[src/hdl/itwl_pkg.sv]
// package: constants, types and parity helper for the inter-die link bridge
// Operation
// (RULE1) link is data, serial clock at core clock over eight, and interrupt
// (RULE2) host access to either converter setup register starts a link transfer
// (RULE3) far end raises interrupt to ask for a status read
// (RULE4) each link write is read back and compared; on after reset; calibration writes (JOB_CAL) are not read back here
// (RULE5) transfer lasts about 300 us with read-back, 30 us without
// (RULE6) busy flag reads set for the whole link transaction
// (RULE7) writing a new output range refreshes calibration over the link, busy set
// (RULE8) host must not start a converter setup write while busy
// (RULE9) a write arriving during a transfer is held until it completes
// (RULE10) far-end fault interrupt makes the master read far-end status
// (RULE11) three copied fault bits shown in analog results and status OR
// (RULE12) any copied fault bit drives the fault pin
// (RULE13) each new interrupt rise starts another status read
// (RULE14) after six detections, detection stops until a link write completes
// (RULE15) saturation flag set by that limit, cleared by setup register write
// (RULE16) parity over address and data; mismatch sets link parity error
// (RULE17) with read-back on, parity error also sets integrity error
// (RULE18) setup bits inject faults into the link parity
// (RULE19) overvoltage bit set when output leaves the supply window
// (RULE20) frames MSB first, even parity each for address and data, rising edge
// (RULE21) read-back mismatch sets the integrity error bit
package itwl_pkg;
    localparam int CLK_PERIOD_NS = 10;
    localparam int SCLK_DIV = 8;
    localparam logic [2:0] DIV_LAST = 3'(SCLK_DIV - 1);
    localparam logic [2:0] DIV_RISE = 3'(SCLK_DIV / 2 - 1);
    // register byte addresses
    localparam logic [7:0] RA_SETUP_ONE = 8'h00;
    localparam logic [7:0] RA_SETUP_TWO = 8'h04;
    localparam logic [7:0] RA_GEN_TWO = 8'h08;
    localparam logic [7:0] RA_RANGE = 8'h0C;
    localparam logic [7:0] RA_ANALOG = 8'h10;
    localparam logic [7:0] RA_DIGITAL = 8'h14;
    localparam logic [7:0] RA_STATUS = 8'h18;
    // field positions and reset values
    localparam int SETUP2_SAT_BIT = 14;
    localparam int SETUP2_BUSY_BIT = 15;
    localparam int GEN2_RB_EN_BIT = 0;
    localparam int GEN2_INJ_AP_BIT = 1;
    localparam int GEN2_INJ_DP_BIT = 2;
    localparam logic [2:0] GEN2_RST = 3'h1;
    localparam int DIG_PAR_BIT = 0;
    localparam int DIG_BKG_BIT = 1;
    localparam int STAT_FAULT_BIT = 0;
    localparam int STAT_BUSY_BIT = 1;
    // far-end register addresses
    localparam logic [2:0] RM_SETUP_ONE = 3'h1;
    localparam logic [2:0] RM_SETUP_TWO = 3'h2;
    localparam logic [2:0] RM_STATUS = 3'h3;
    localparam logic [2:0] RM_CAL = 3'h4;
    // frame lengths in bits and interrupt saturation limit
    localparam logic [4:0] TX_RD_BITS = 5'h05;
    localparam logic [4:0] TX_WR_BITS = 5'h16;
    localparam logic [4:0] RX_BITS = 5'h11;
    localparam logic [2:0] IRQ_SAT_LIMIT = 3'h6;
    // transfer timing
    localparam int LINK_GAP_NS = 30000;
    localparam logic [15:0] LINK_GAP_CYC = 16'(LINK_GAP_NS / CLK_PERIOD_NS);
    localparam int RB_TIME_NS = 270000;
    localparam int RB_WAIT_DEF = RB_TIME_NS / CLK_PERIOD_NS;

    typedef enum logic [2:0] {
        ST_IDLE, ST_LAUNCH, ST_TX, ST_RX, ST_GAP, ST_RBWAIT
    } itwl_state_t;
    typedef enum logic [2:0] {
        JOB_WR, JOB_RD, JOB_STAT, JOB_RB, JOB_CAL
    } itwl_job_t;

    // even parity bit of a word
    function automatic logic itwl_par(input logic [15:0] v);
        return ^v;
    endfunction
endpackage

[src/hdl/itwl_link_top.sv]
// module: main-die master of the inter-die three-wire link with its registers
//
// The plain strobed port and the register addresses were decided locally.
`timescale 1ns/10ps
module itwl_link_top import itwl_pkg::*; #(
    parameter int unsigned RB_WAIT_CYC = RB_WAIT_DEF
) (
    input wire logic ref_clk,
    input wire logic rst_n,
    input wire logic [7:0] reg_addr,
    input wire logic [15:0] reg_wdata,
    input wire logic reg_wr,
    input wire logic reg_rd,
    output logic [15:0] reg_rdata,
    output logic link_serial_clock,
    output logic link_data_o,
    output logic link_data_oe,
    input wire logic link_data_i,
    input wire logic link_irq,
    output logic fault_n
);
    logic rst_meta_reg, rst_sync_n_reg;
    logic [2:0] div_reg;
    itwl_state_t st_reg;
    itwl_job_t job_reg;
    logic [2:0] cur_addr_reg;
    logic [21:0] sh_reg;
    logic [16:0] rx_sh_reg;
    logic [4:0] bits_left_reg;
    logic [15:0] cnt_reg;
    logic sclk_reg, data_o_reg, oe_reg, rx_done_reg, wr_done_reg;
    logic [15:0] setup_one_reg;
    logic [13:0] setup_two_reg;
    logic [2:0] gen_two_reg;
    logic [4:0] range_reg;
    logic [2:0] fault_copy_reg;
    logic par_err_reg, bkg_err_reg, irq_sat_reg, irq_off_reg;
    logic [2:0] irq_cnt_reg;
    logic irq_prev_reg, irq_pend_reg;
    logic pend_v_reg, pend_rw_reg, cal_pend_reg;
    logic [2:0] pend_addr_reg;
    logic [15:0] rdata_reg;
    logic fault_n_reg;

    logic fall_tick, rise_tick, in_frame, cur_wr, rb_en, busy;
    logic host_setup, host_rem_wr, host_rem_req, host_keep;
    logic take_pend, take_cal, take_irq, irq_det;
    logic [15:0] cur_copy, frame_data, rx_data;
    logic [21:0] frame;
    logic rx_par_bad;

    assign reg_rdata = rdata_reg;
    assign link_serial_clock = sclk_reg;
    assign link_data_o = data_o_reg;
    assign link_data_oe = oe_reg;
    assign fault_n = fault_n_reg;

    // reset release through two flops
    always_ff @(posedge ref_clk or negedge rst_n) begin
        if (!rst_n) begin
            rst_meta_reg <= 1'b0;
            rst_sync_n_reg <= 1'b0;
        end else begin
            rst_meta_reg <= 1'b1;
            rst_sync_n_reg <= rst_meta_reg;
        end
    end

    // decode and shared terms
    assign fall_tick = (div_reg == DIV_LAST);
    assign rise_tick = (div_reg == DIV_RISE);
    assign in_frame = (st_reg == ST_TX) || (st_reg == ST_RX);
    assign cur_wr = (job_reg == JOB_WR) || (job_reg == JOB_CAL);
    assign rb_en = gen_two_reg[GEN2_RB_EN_BIT];
    assign busy = (st_reg != ST_IDLE) || pend_v_reg || cal_pend_reg; // RULE6
    assign host_setup = (reg_addr == RA_SETUP_ONE)
        || (reg_addr == RA_SETUP_TWO);
    assign host_rem_wr = reg_wr && host_setup;
    assign host_rem_req = (reg_wr || reg_rd) && host_setup; // RULE2
    // a read never displaces a held write; reads return the local copy
    assign host_keep = pend_v_reg && pend_rw_reg && reg_rd && !take_pend;
    assign take_pend = (st_reg == ST_IDLE) && pend_v_reg;
    assign take_cal = (st_reg == ST_IDLE) && !pend_v_reg && cal_pend_reg;
    assign take_irq = (st_reg == ST_IDLE) && !pend_v_reg && !cal_pend_reg
        && irq_pend_reg;
    assign irq_det = link_irq && !irq_prev_reg && !irq_off_reg; // RULE13
    assign cur_copy = (cur_addr_reg == RM_SETUP_ONE) ? setup_one_reg
        : {2'h0, setup_two_reg};
    assign frame_data = (job_reg == JOB_CAL) ? {11'h000, range_reg}
        : cur_copy;
    // rw, address, address parity, data, data parity, MSB first
    assign frame = {cur_wr, cur_addr_reg,
        itwl_par({12'h000, cur_wr, cur_addr_reg})
            ^ gen_two_reg[GEN2_INJ_AP_BIT], // RULE18
        frame_data, itwl_par(frame_data)}; // RULE20
    assign rx_data = rx_sh_reg[16:1];
    assign rx_par_bad = rx_sh_reg[0]
        != (itwl_par(rx_data) ^ gen_two_reg[GEN2_INJ_DP_BIT]); // RULE16

    // serial clock divider, free running; pin only toggles inside frames
    always_ff @(posedge ref_clk or negedge rst_sync_n_reg) begin
        if (!rst_sync_n_reg) begin
            div_reg <= 3'h0;
            sclk_reg <= 1'b0;
        end else begin
            div_reg <= div_reg + 3'h1;
            sclk_reg <= in_frame && (div_reg >= DIV_RISE)
                && (div_reg < DIV_LAST); // RULE1
        end
    end

    // transfer sequencer: pick a job, shift it out, wait, read back
    always_ff @(posedge ref_clk or negedge rst_sync_n_reg) begin
        if (!rst_sync_n_reg) begin
            st_reg <= ST_IDLE;
            job_reg <= JOB_RD;
            cur_addr_reg <= 3'h0;
            sh_reg <= 22'h000000;
            rx_sh_reg <= 17'h00000;
            bits_left_reg <= 5'h00;
            cnt_reg <= 16'h0000;
            data_o_reg <= 1'b0;
            oe_reg <= 1'b0;
            rx_done_reg <= 1'b0;
            wr_done_reg <= 1'b0;
        end else begin
            rx_done_reg <= 1'b0;
            wr_done_reg <= 1'b0;
            case (st_reg)
                ST_IDLE: begin
                    if (take_pend) begin // RULE9
                        job_reg <= pend_rw_reg ? JOB_WR : JOB_RD;
                        cur_addr_reg <= pend_addr_reg;
                        st_reg <= ST_LAUNCH;
                    end else if (take_cal) begin // RULE7
                        job_reg <= JOB_CAL;
                        cur_addr_reg <= RM_CAL;
                        st_reg <= ST_LAUNCH;
                    end else if (take_irq) begin // RULE10
                        job_reg <= JOB_STAT;
                        cur_addr_reg <= RM_STATUS;
                        st_reg <= ST_LAUNCH;
                    end
                end
                ST_LAUNCH: begin
                    // frames start on a falling serial clock edge
                    if (fall_tick) begin
                        data_o_reg <= frame[21];
                        sh_reg <= {frame[20:0], 1'b0};
                        oe_reg <= 1'b1;
                        bits_left_reg <= cur_wr ? TX_WR_BITS : TX_RD_BITS;
                        st_reg <= ST_TX;
                    end
                end
                ST_TX: begin
                    if (fall_tick) begin
                        if (bits_left_reg == 5'h01) begin
                            oe_reg <= 1'b0;
                            data_o_reg <= 1'b0;
                            if (!cur_wr) begin
                                bits_left_reg <= RX_BITS;
                                st_reg <= ST_RX;
                            end else if (job_reg == JOB_WR && rb_en) begin
                                cnt_reg <= 16'(RB_WAIT_CYC); // RULE5
                                st_reg <= ST_RBWAIT; // RULE4
                            end else begin
                                cnt_reg <= LINK_GAP_CYC; // RULE5
                                st_reg <= ST_GAP;
                            end
                        end else begin
                            data_o_reg <= sh_reg[21];
                            sh_reg <= {sh_reg[20:0], 1'b0};
                            bits_left_reg <= bits_left_reg - 5'h01;
                        end
                    end
                end
                ST_RX: begin
                    // sample where the serial clock rises
                    if (rise_tick) begin
                        rx_sh_reg <= {rx_sh_reg[15:0], link_data_i};
                        if (bits_left_reg == 5'h01) begin
                            rx_done_reg <= 1'b1;
                            cnt_reg <= LINK_GAP_CYC;
                            st_reg <= ST_GAP;
                        end else begin
                            bits_left_reg <= bits_left_reg - 5'h01;
                        end
                    end
                end
                ST_RBWAIT: begin
                    if (cnt_reg == 16'h0000) begin
                        job_reg <= JOB_RB; // RULE4
                        st_reg <= ST_LAUNCH;
                    end else begin
                        cnt_reg <= cnt_reg - 16'h0001;
                    end
                end
                ST_GAP: begin
                    if (cnt_reg == 16'h0000) begin
                        wr_done_reg <= cur_wr || (job_reg == JOB_RB);
                        st_reg <= ST_IDLE;
                    end else begin
                        cnt_reg <= cnt_reg - 16'h0001;
                    end
                end
                default: st_reg <= ST_IDLE;
            endcase
        end
    end

    // host-written registers and held requests; sets win over takes
    always_ff @(posedge ref_clk or negedge rst_sync_n_reg) begin
        if (!rst_sync_n_reg) begin
            setup_one_reg <= 16'h0000;
            setup_two_reg <= 14'h0000;
            gen_two_reg <= GEN2_RST; // RULE4
            range_reg <= 5'h00;
            pend_v_reg <= 1'b0;
            pend_rw_reg <= 1'b0;
            pend_addr_reg <= 3'h0;
            cal_pend_reg <= 1'b0;
        end else begin
            if (reg_wr && reg_addr == RA_SETUP_ONE)
                setup_one_reg <= reg_wdata;
            if (reg_wr && reg_addr == RA_SETUP_TWO)
                setup_two_reg <= reg_wdata[13:0];
            if (reg_wr && reg_addr == RA_GEN_TWO)
                gen_two_reg <= reg_wdata[2:0]; // RULE18
            if (reg_wr && reg_addr == RA_RANGE)
                range_reg <= reg_wdata[4:0];
            if (reg_wr && reg_addr == RA_RANGE
                && reg_wdata[4:0] != range_reg)
                cal_pend_reg <= 1'b1; // RULE7
            else if (take_cal)
                cal_pend_reg <= 1'b0;
            // a write during a transfer waits here, newest one kept
            if (host_rem_req && !host_keep) begin // RULE9
                pend_v_reg <= 1'b1;
                pend_rw_reg <= reg_wr;
                pend_addr_reg <= (reg_addr == RA_SETUP_ONE) ? RM_SETUP_ONE
                    : RM_SETUP_TWO;
            end else if (take_pend) begin
                pend_v_reg <= 1'b0;
            end
        end
    end

    // interrupt detection with saturation limit
    always_ff @(posedge ref_clk or negedge rst_sync_n_reg) begin
        if (!rst_sync_n_reg) begin
            irq_prev_reg <= 1'b0;
            irq_pend_reg <= 1'b0;
            irq_cnt_reg <= 3'h0;
            irq_off_reg <= 1'b0;
            irq_sat_reg <= 1'b0;
        end else begin
            irq_prev_reg <= link_irq;
            if (irq_det)
                irq_pend_reg <= 1'b1; // RULE3
            else if (take_irq)
                irq_pend_reg <= 1'b0;
            // a finished write re-arms detection; count is per write
            if (wr_done_reg) begin
                irq_cnt_reg <= 3'h0;
                irq_off_reg <= 1'b0; // RULE14
            end else if (irq_det) begin
                irq_cnt_reg <= irq_cnt_reg + 3'h1;
                if (irq_cnt_reg == IRQ_SAT_LIMIT - 3'h1)
                    irq_off_reg <= 1'b1; // RULE14
            end
            if (irq_det && irq_cnt_reg == IRQ_SAT_LIMIT - 3'h1)
                irq_sat_reg <= 1'b1; // RULE15
            else if (host_rem_wr)
                irq_sat_reg <= 1'b0; // RULE15
        end
    end

    // results of received frames: fault copies, parity, compare
    always_ff @(posedge ref_clk or negedge rst_sync_n_reg) begin
        if (!rst_sync_n_reg) begin
            fault_copy_reg <= 3'h0;
            par_err_reg <= 1'b0;
            bkg_err_reg <= 1'b0;
            fault_n_reg <= 1'b1;
        end else begin
            // a corrupted status word is not trusted
            if (rx_done_reg && job_reg == JOB_STAT && !rx_par_bad)
                fault_copy_reg <= rx_data[2:0]; // RULE11 RULE19
            if (rx_done_reg && rx_par_bad)
                par_err_reg <= 1'b1; // RULE16
            else if (reg_wr && reg_addr == RA_DIGITAL
                && reg_wdata[DIG_PAR_BIT])
                par_err_reg <= 1'b0;
            if (rx_done_reg && ((rx_par_bad && rb_en) // RULE17
                || ((job_reg == JOB_RB || job_reg == JOB_RD)
                && rx_data != cur_copy))) // RULE21
                bkg_err_reg <= 1'b1;
            else if (reg_wr && reg_addr == RA_DIGITAL
                && reg_wdata[DIG_BKG_BIT])
                bkg_err_reg <= 1'b0;
            fault_n_reg <= ~|fault_copy_reg; // RULE12
        end
    end

    // register read data, valid the cycle after the strobe
    always_ff @(posedge ref_clk or negedge rst_sync_n_reg) begin
        if (!rst_sync_n_reg) begin
            rdata_reg <= 16'h0000;
        end else begin
            rdata_reg <= 16'h0000;
            if (reg_rd) begin
                case (reg_addr)
                    RA_SETUP_ONE: rdata_reg <= setup_one_reg;
                    RA_SETUP_TWO: rdata_reg <= {busy, irq_sat_reg,
                        setup_two_reg}; // RULE6
                    RA_GEN_TWO: rdata_reg <= {13'h0000, gen_two_reg};
                    RA_RANGE: rdata_reg <= {11'h000, range_reg};
                    RA_ANALOG: rdata_reg <= {13'h0000, fault_copy_reg};
                    RA_DIGITAL: rdata_reg <= {14'h0000, bkg_err_reg,
                        par_err_reg};
                    RA_STATUS: rdata_reg <= {14'h0000, busy,
                        |fault_copy_reg}; // RULE11
                    default: rdata_reg <= 16'h0000;
                endcase
            end
        end
    end
endmodule

[config.mk]
export PLATFORM = sky130hd
export DESIGN_NAME = itwl_link_top
export DESIGN_NICKNAME = d
export VERILOG_FILES = /design/src/hdl/itwl_pkg.sv /design/src/hdl/itwl_link_top.sv
export SDC_FILE = /design/constraint.sdc
export NUM_CORES = 1
export LEC_CHECK = 0
export BUFFER_PORTS_ARGS = -buffer_cell sky130_fd_sc_hd__buf_2
export CAP_MARGIN = 20
export CORE_MARGIN = 1.5
export CORE_UTILIZATION = 55
export CTS_CLUSTER_SIZE = 10
export DETAILED_ROUTE_END_ITERATION = 10
export GPL_TIMING_DRIVEN = 0
export PLACE_DENSITY_LB_ADDON = 0.1
export SYNTH_ARGS = -nofsm -noshare
export SYNTH_HDL_FRONTEND = slang
export SYNTH_SLANG_ARGS = --single-unit
[constraint.sdc]
create_clock -name ref_clk -period 6.95 [get_ports ref_clk]
set_input_delay 1.39 -clock ref_clk [delete_from_list [all_inputs] [get_ports ref_clk]]
set_output_delay 1.39 -clock ref_clk [all_outputs]
set_load 0.005 [all_outputs]
# Word level (Yosys, flattened, before mapping)
# Index checks and enable logic that the tools add are counted.
[word_totals]
word_cells = 235
register_bits = 152
ramBits = 0
output_inout_bits = 20
latch_bits = 0
n_memories = 0
in_bits = 30
rom_bits = 0
[classes]
addsub = 4
div_mod_pow = 0
multipliers = 0
n_reduce_logical = 81
n_lt_le_gt_ge = 2
bitwise_logic = 2
n_eq_ne = 36
muxes = 77
n_shift = 0
[ops]
columns = ["op", "count"]
rows = [
  ["16-bit two-way mux", 9],
  ["16-bit case mux with 7 select lines", 1],
  ["22-bit two-way mux", 3],
  ["3-bit two-way mux", 20],
  ["16-bit case mux with 3 select lines", 1],
  ["16-bit XOR reduction", 3],
  ["22-bit case mux with 2 select lines", 1],
  ["5-bit two-way mux", 7],
  ["1-bit logical AND", 31],
  ["1-bit two-way mux", 28],
  ["8-bit by 5-bit == test with 1-bit output, second input constant", 3],
  ["2-bit nonzero test", 10],
  ["2-bit inequality test, second input constant", 9],
  ["3-bit case mux with 6 select lines", 1],
  ["8-bit by 4-bit == test with 1-bit output, second input constant", 2],
  ["16-bit logical NOT", 1],
  ["16-bit inequality test", 1],
  ["16-bit by 1-bit subtractor with 16-bit output, second input constant", 1],
  ["3-bit by 2-bit == test with 1-bit output, second input constant", 5],
  ["3-bit == test, second input constant", 5],
  ["15-bit two-way mux", 1],
  ["5-bit case mux with 3 select lines", 1],
  ["3-bit nonzero test", 4],
  ["3-bit by 1-bit == test with 1-bit output, second input constant", 3],
  ["27 further kinds", 51],
]

# Longest topological paths before layout
[logic_depth]
word_depth = 8
ltp_mapped = 10
ltp_nobuf = 8

# Least setup slack after synthesis
# No wires, ideal clock.
[synth_timing]
kind = "input-to-reg"
from = "input reg_addr[5]"
to = "register pend_addr_reg[0]"
path_slack_ps = 4050
path_buffers = 1
stages = 7
required_time_ps = 6825
setup_ps = 125
arrival_ps = 2775
path_cell_list = "nor3_2 > nand2b_1 > nor3b_1 > buf_2 > nor2_1 > nor2_1 > mux2_2"
[synth_via]
elab_chain_cells = 4
word_cells_on_any_way = 6
cone_classes = "eq/ne: 1; mux: 1; reduce/logical: 4"
[synth_rtl]
columns = ["item", "line_no", "text"]
rows = [
  ["start, declared", "itwl_link_top.sv:10", "input wire logic [7:0] reg_addr,"],
  ["8-bit by 3-bit == test with 1-bit output / 8-bit logical NOT (equally long branches)", "itwl_link_top.sv:77, itwl_link_top.sv:76, itwl_link_top.sv:240", ""],
  ["1-bit logical OR", "itwl_link_top.sv:77", "|| (reg_addr == RA_SETUP_TWO);"],
  ["1-bit logical AND", "itwl_link_top.sv:79", "assign host_rem_req = (reg_wr || reg_rd) && host_setup;"],
  ["1-bit logical AND", "itwl_link_top.sv:237", "if (host_rem_req && !host_keep) begin"],
  ["end signal, assigned", "itwl_link_top.sv:240", "pend_addr_reg <= (reg_addr == RA_SETUP_ONE) ? RM_SETUP_ONE"],
  ["end, declared", "itwl_link_top.sv:41", "logic [2:0] pend_addr_reg;"],
]
# Several ways; a longest one is shown, not always the timed one.
# A chain may end at the register's enable or synchronous reset.

# Worst setup path in the final report
[layout_timing]
from = "input reg_addr[1]"
to = "register rdata_reg[10] (netlist: reg_rdata[10])"
[layout_via]
elab_chain_cells = 3
word_cells_on_any_way = 9
cone_classes = "eq/ne: 6; mux: 2; reduce/logical: 1"
[layout_rtl]
columns = ["item", "line_no", "text"]
rows = [
  ["8-bit by 5-bit == test with 1-bit output (tied with other cells)", "itwl_link_top.sv:312", "case (reg_addr)"],
  ["16-bit case mux with 7 select lines *", "itwl_link_top.sv:312", ""],
  ["16-bit two-way mux *", "itwl_link_top.sv:311", "if (reg_rd) begin"],
  ["end signal, assigned", "itwl_link_top.sv:313", "RA_SETUP_ONE: rdata_reg <= setup_one_reg;"],
  ["end signal, assigned", "itwl_link_top.sv:314", "RA_SETUP_TWO: rdata_reg <= {busy, irq_sat_reg,"],
  ["end signal, assigned", "itwl_link_top.sv:316", "RA_GEN_TWO: rdata_reg <= {13'h0000, gen_two_reg};"],
  ["end, declared", "itwl_link_top.sv:42", "logic [15:0] rdata_reg;"],
]
# Mark *: on every way between the ends. The rest lies on a longest branch, timed or not.

==> results_dict.tcl <==
set metrics [dict create \
    status "finished, final reports clean" \
    critPathLaunch "reg_addr[1]" \
    grt_max_degree 70 \
    crit_required_ns 7.30 \
    routed_wl_um 17900 \
    drt_iter0_drc 420 \
    ir_worst_vdd_mv 0.166 \
    async_reset_ff_share_pct 100 \
    syn_area_per_cell_um2 10.6 \
    power.total_mw 2.00 \
    fp.dieH_um 121 \
    synth_edf_count 0 \
    htree_num_levels 4 \
    first_global_vias 5818 \
    final_antenna_net_count 0 \
    cts-root-buf "clkbuf_16" \
    fin_ws_ns 3.81 \
    crit_path_max_incr_delay_ns 0.54 \
    worstPathCellList "buf_2 -> nor3_1 -> nor3b_1 -> buf_2 -> buf_1 -> a22oi_1 -> nor2_1" \
    hold_buffers 0 \
    cts_sinks 150 \
    synth_cells 719 \
    cts_tree "built" \
    crit_type "primary input to flip-flop" \
    wl_per_cell_um 18.4 \
    largest_reg_flops 21 \
    row_count 42 \
    cpLargestDelayFamily "simple AND/OR/NAND/NOR gates" \
    grt.total_usage_pct 26.4 \
    io_pins 50 \
    dp.cells 944 \
    synth_most_common_cell "dfrtp_1" \
    rsz0062_at_grt "false" \
    start_util_pct 57.1 \
    fin_crit_sh_pct 45.2 \
    route.detailed.drc 0 \
    area_growth_pct 14.4 \
    endpoint_kind "flip-flop" \
    postLayoutCellArea_um2 8750 \
    grt_overflow 0 \
    ys_types 67 \
    worst_pin_slew_ns 0.892 \
    fmax_ghz 0.318 \
    place_area_um2 8170 \
    fin_worst_skew_ns 0.00943 \
    r2r-start "cur_addr_reg[1]$_DFFE_PN0P_" \
    cp_num_buf_inv 3 \
    clockBufferDepth 2 \
    syn_area_um2 7650 \
    synthTopCellsByArea "dfrtp_1 48%, mux2_2 9.0%, xnor2_1 6.5%, nor2_1 3.9%, a21oi_1 3.3%" \
    drive_gt1_share_pct 21.5 \
    routabilityCongestion 0.876 \
    slew_viol_final 0 \
    timing.rr.end "bkg_err_reg$_DFFE_PN0P_" \
    ys_seq_area_share_pct 49.1 \
    dieArea_um2 14600 \
    dp_slack_ns 3.48 \
    hold_viol 0 \
    dp_hpwl_um 13000 \
    clk_pin_slew_worst_paths_ns 0.06 \
    arrival_ns 3.50 \
    core_um2 13400 \
    crit_cells 7 \
    instances_no_fill 976 \
    grt_pass1_wl_um 29400 \
    clk_latency_ns 0.43 \
    dieWidth_um 121 \
    crit_end "reg_rdata[10]$_DFF_PN0_" \
    cts_resized 0 \
    io_buffers 47 \
    p_per_area_nw_per_um2 229 \
    cts_made_buffers 17 \
    path_max_fanout 10 \
    syn_nets 758 \
    fin_nets 826 \
    synth_common_cells "147 x dfrtp_1, 80 x nor2_1, 61 x mux2_2, 57 x xnor2_1, 51 x a21oi_1" \
    worst-r2r-cell-count 10 \
    vias 5742 \
    setup_violations 0 \
    synth_top_area_cell "dfrtp_1" \
    finalCriticalPeriod_ns 3.14 \
    cts_setup_buffers 0 \
    hp-class "flip-flop to async pin" \
    synthFlopType "dfrtp_1" \
    yosysTopAreaCellShare_pct 48.1 \
    p_leak_nw 3.86 \
    drtPass1Iterations 8 \
    crit_top_cell "buf_2" \
    synth_seq_cells 150 \
    crit_path_start_kind "primary input" \
    diodes 0 \
    synth_warnings 0 \
    critPathSlowestCell "nor3_1" \
    antenna_found_initial 0 \
    rrSetupSlack_ns 3.94 \
    maxCapViolations 0 \
    setup-tns-final_ns 0 \
    via_per_inst 5.88 \
    relSlewSlack_pct 40.4 \
]
## layout by cell type, fill, tap and decap left out, types with 7 or more instances in the layout
master | synthesis | final
ha_1 | 9 | 9
a21oi_1 | 51 | 51
clkbuf_16 | 0 | 17
nand2_1 | 38 | 38
xor2_1 | 22 | 22
xnor2_1 | 57 | 57
nor3_1 | 15 | 15
nor2_1 | 80 | 80
dfrtp_1 | 147 | 146
o21ai_0 | 22 | 22
a22oi_1 | 15 | 15
inv_1 | 16 | 16
a211oi_1 | 7 | 7
clkbuf_1 | 21 | 21
nand3_1 | 15 | 15
buf_2 | 6 | 53
mux2_2 | 61 | 61
mux2i_1 | 20 | 20
## how the worst min path moves through the flow
stage / cells after the start / start / slack (ns) / endpoint
after floorplan: 0 / rst_meta_reg$_DFF_PN0_ / 0.33 / rst_sync_n_reg$_DFF_PN0_
after global placement: 0 / rst_meta_reg$_DFF_PN0_ / 0.34 / rst_sync_n_reg$_DFF_PN0_
after detailed placement: 0 / rst_sync_n_reg$_DFF_PN0_ / 0.21 / sh_reg[14]$_DFFE_PN0P_
after CTS: 0 / rst_sync_n_reg$_DFF_PN0_ / 0.22 / rx_sh_reg[12]$_DFFE_PN0P_
after global routing: 0 / rst_sync_n_reg$_DFF_PN0_ / 0.23 / rx_sh_reg[12]$_DFFE_PN0P_
final: 0 / rst_sync_n_reg$_DFF_PN0_ / 0.21 / sh_reg[5]$_DFFE_PN0P_
## cell families (layout without fill, tap and decap cells)
group           Yosys count  count (layout)  synth area share, %
compound gates          146             146                 12.2
xor+xnor                 81              81                 9.55
fa+ha+maj                 9               9                 1.47
buf+inv                  47             128                 2.65
flops                   150             150                 49.1
mux                      81              81                 11.6
other cells               1               1               0.0490
simple gates            204             204                 13.4
## layer usage
metal | track usage (%) | up-vias | routed length (µm)
met4 | 7.65 | 0 | 157
met2 | 40.4 | 158 | 8090
met3 | 5.40 | 15 | 978
li1 | - | 2695 | -
met1 | 38.1 | 2874 | 8720
met5 | 0 | - | 0
## per-stage QoR
stage | utilization, % | hold WS, ns
after global placement | 60.5 | 0.337
final | 65.3 | 0.207
after global routing | 65.3 | 0.230
after floorplan | - | 0.331
after CTS | 65.3 | 0.218
after detailed placement | 61.0 | 0.212
## power breakdown
| group | leakage [nW] | internal [mW] | switching (mW) |
|---|---|---|---|
| Combinational | 1.59 | 0.0706 | 0.0837 |
| Clock | 0.277 | 0.543 | 0.363 |
| Sequential | 1.99 | 0.905 | 0.0358 |
## area by class of cell
cell class | count | area (µm²)
Buffer | 31 | 143
Clock buffer | 19 | 453
Clock inverter | 13 | 131
Fill cell | 1079 | 4650
Inverter | 16 | 60.1
Multi-Input combinational cell | 522 | 3690
Sequential cell | 150 | 3760
Tap cell | 176 | 220
Timing Repair Buffer | 49 | 290
Power figures use the tool's default switching activity.
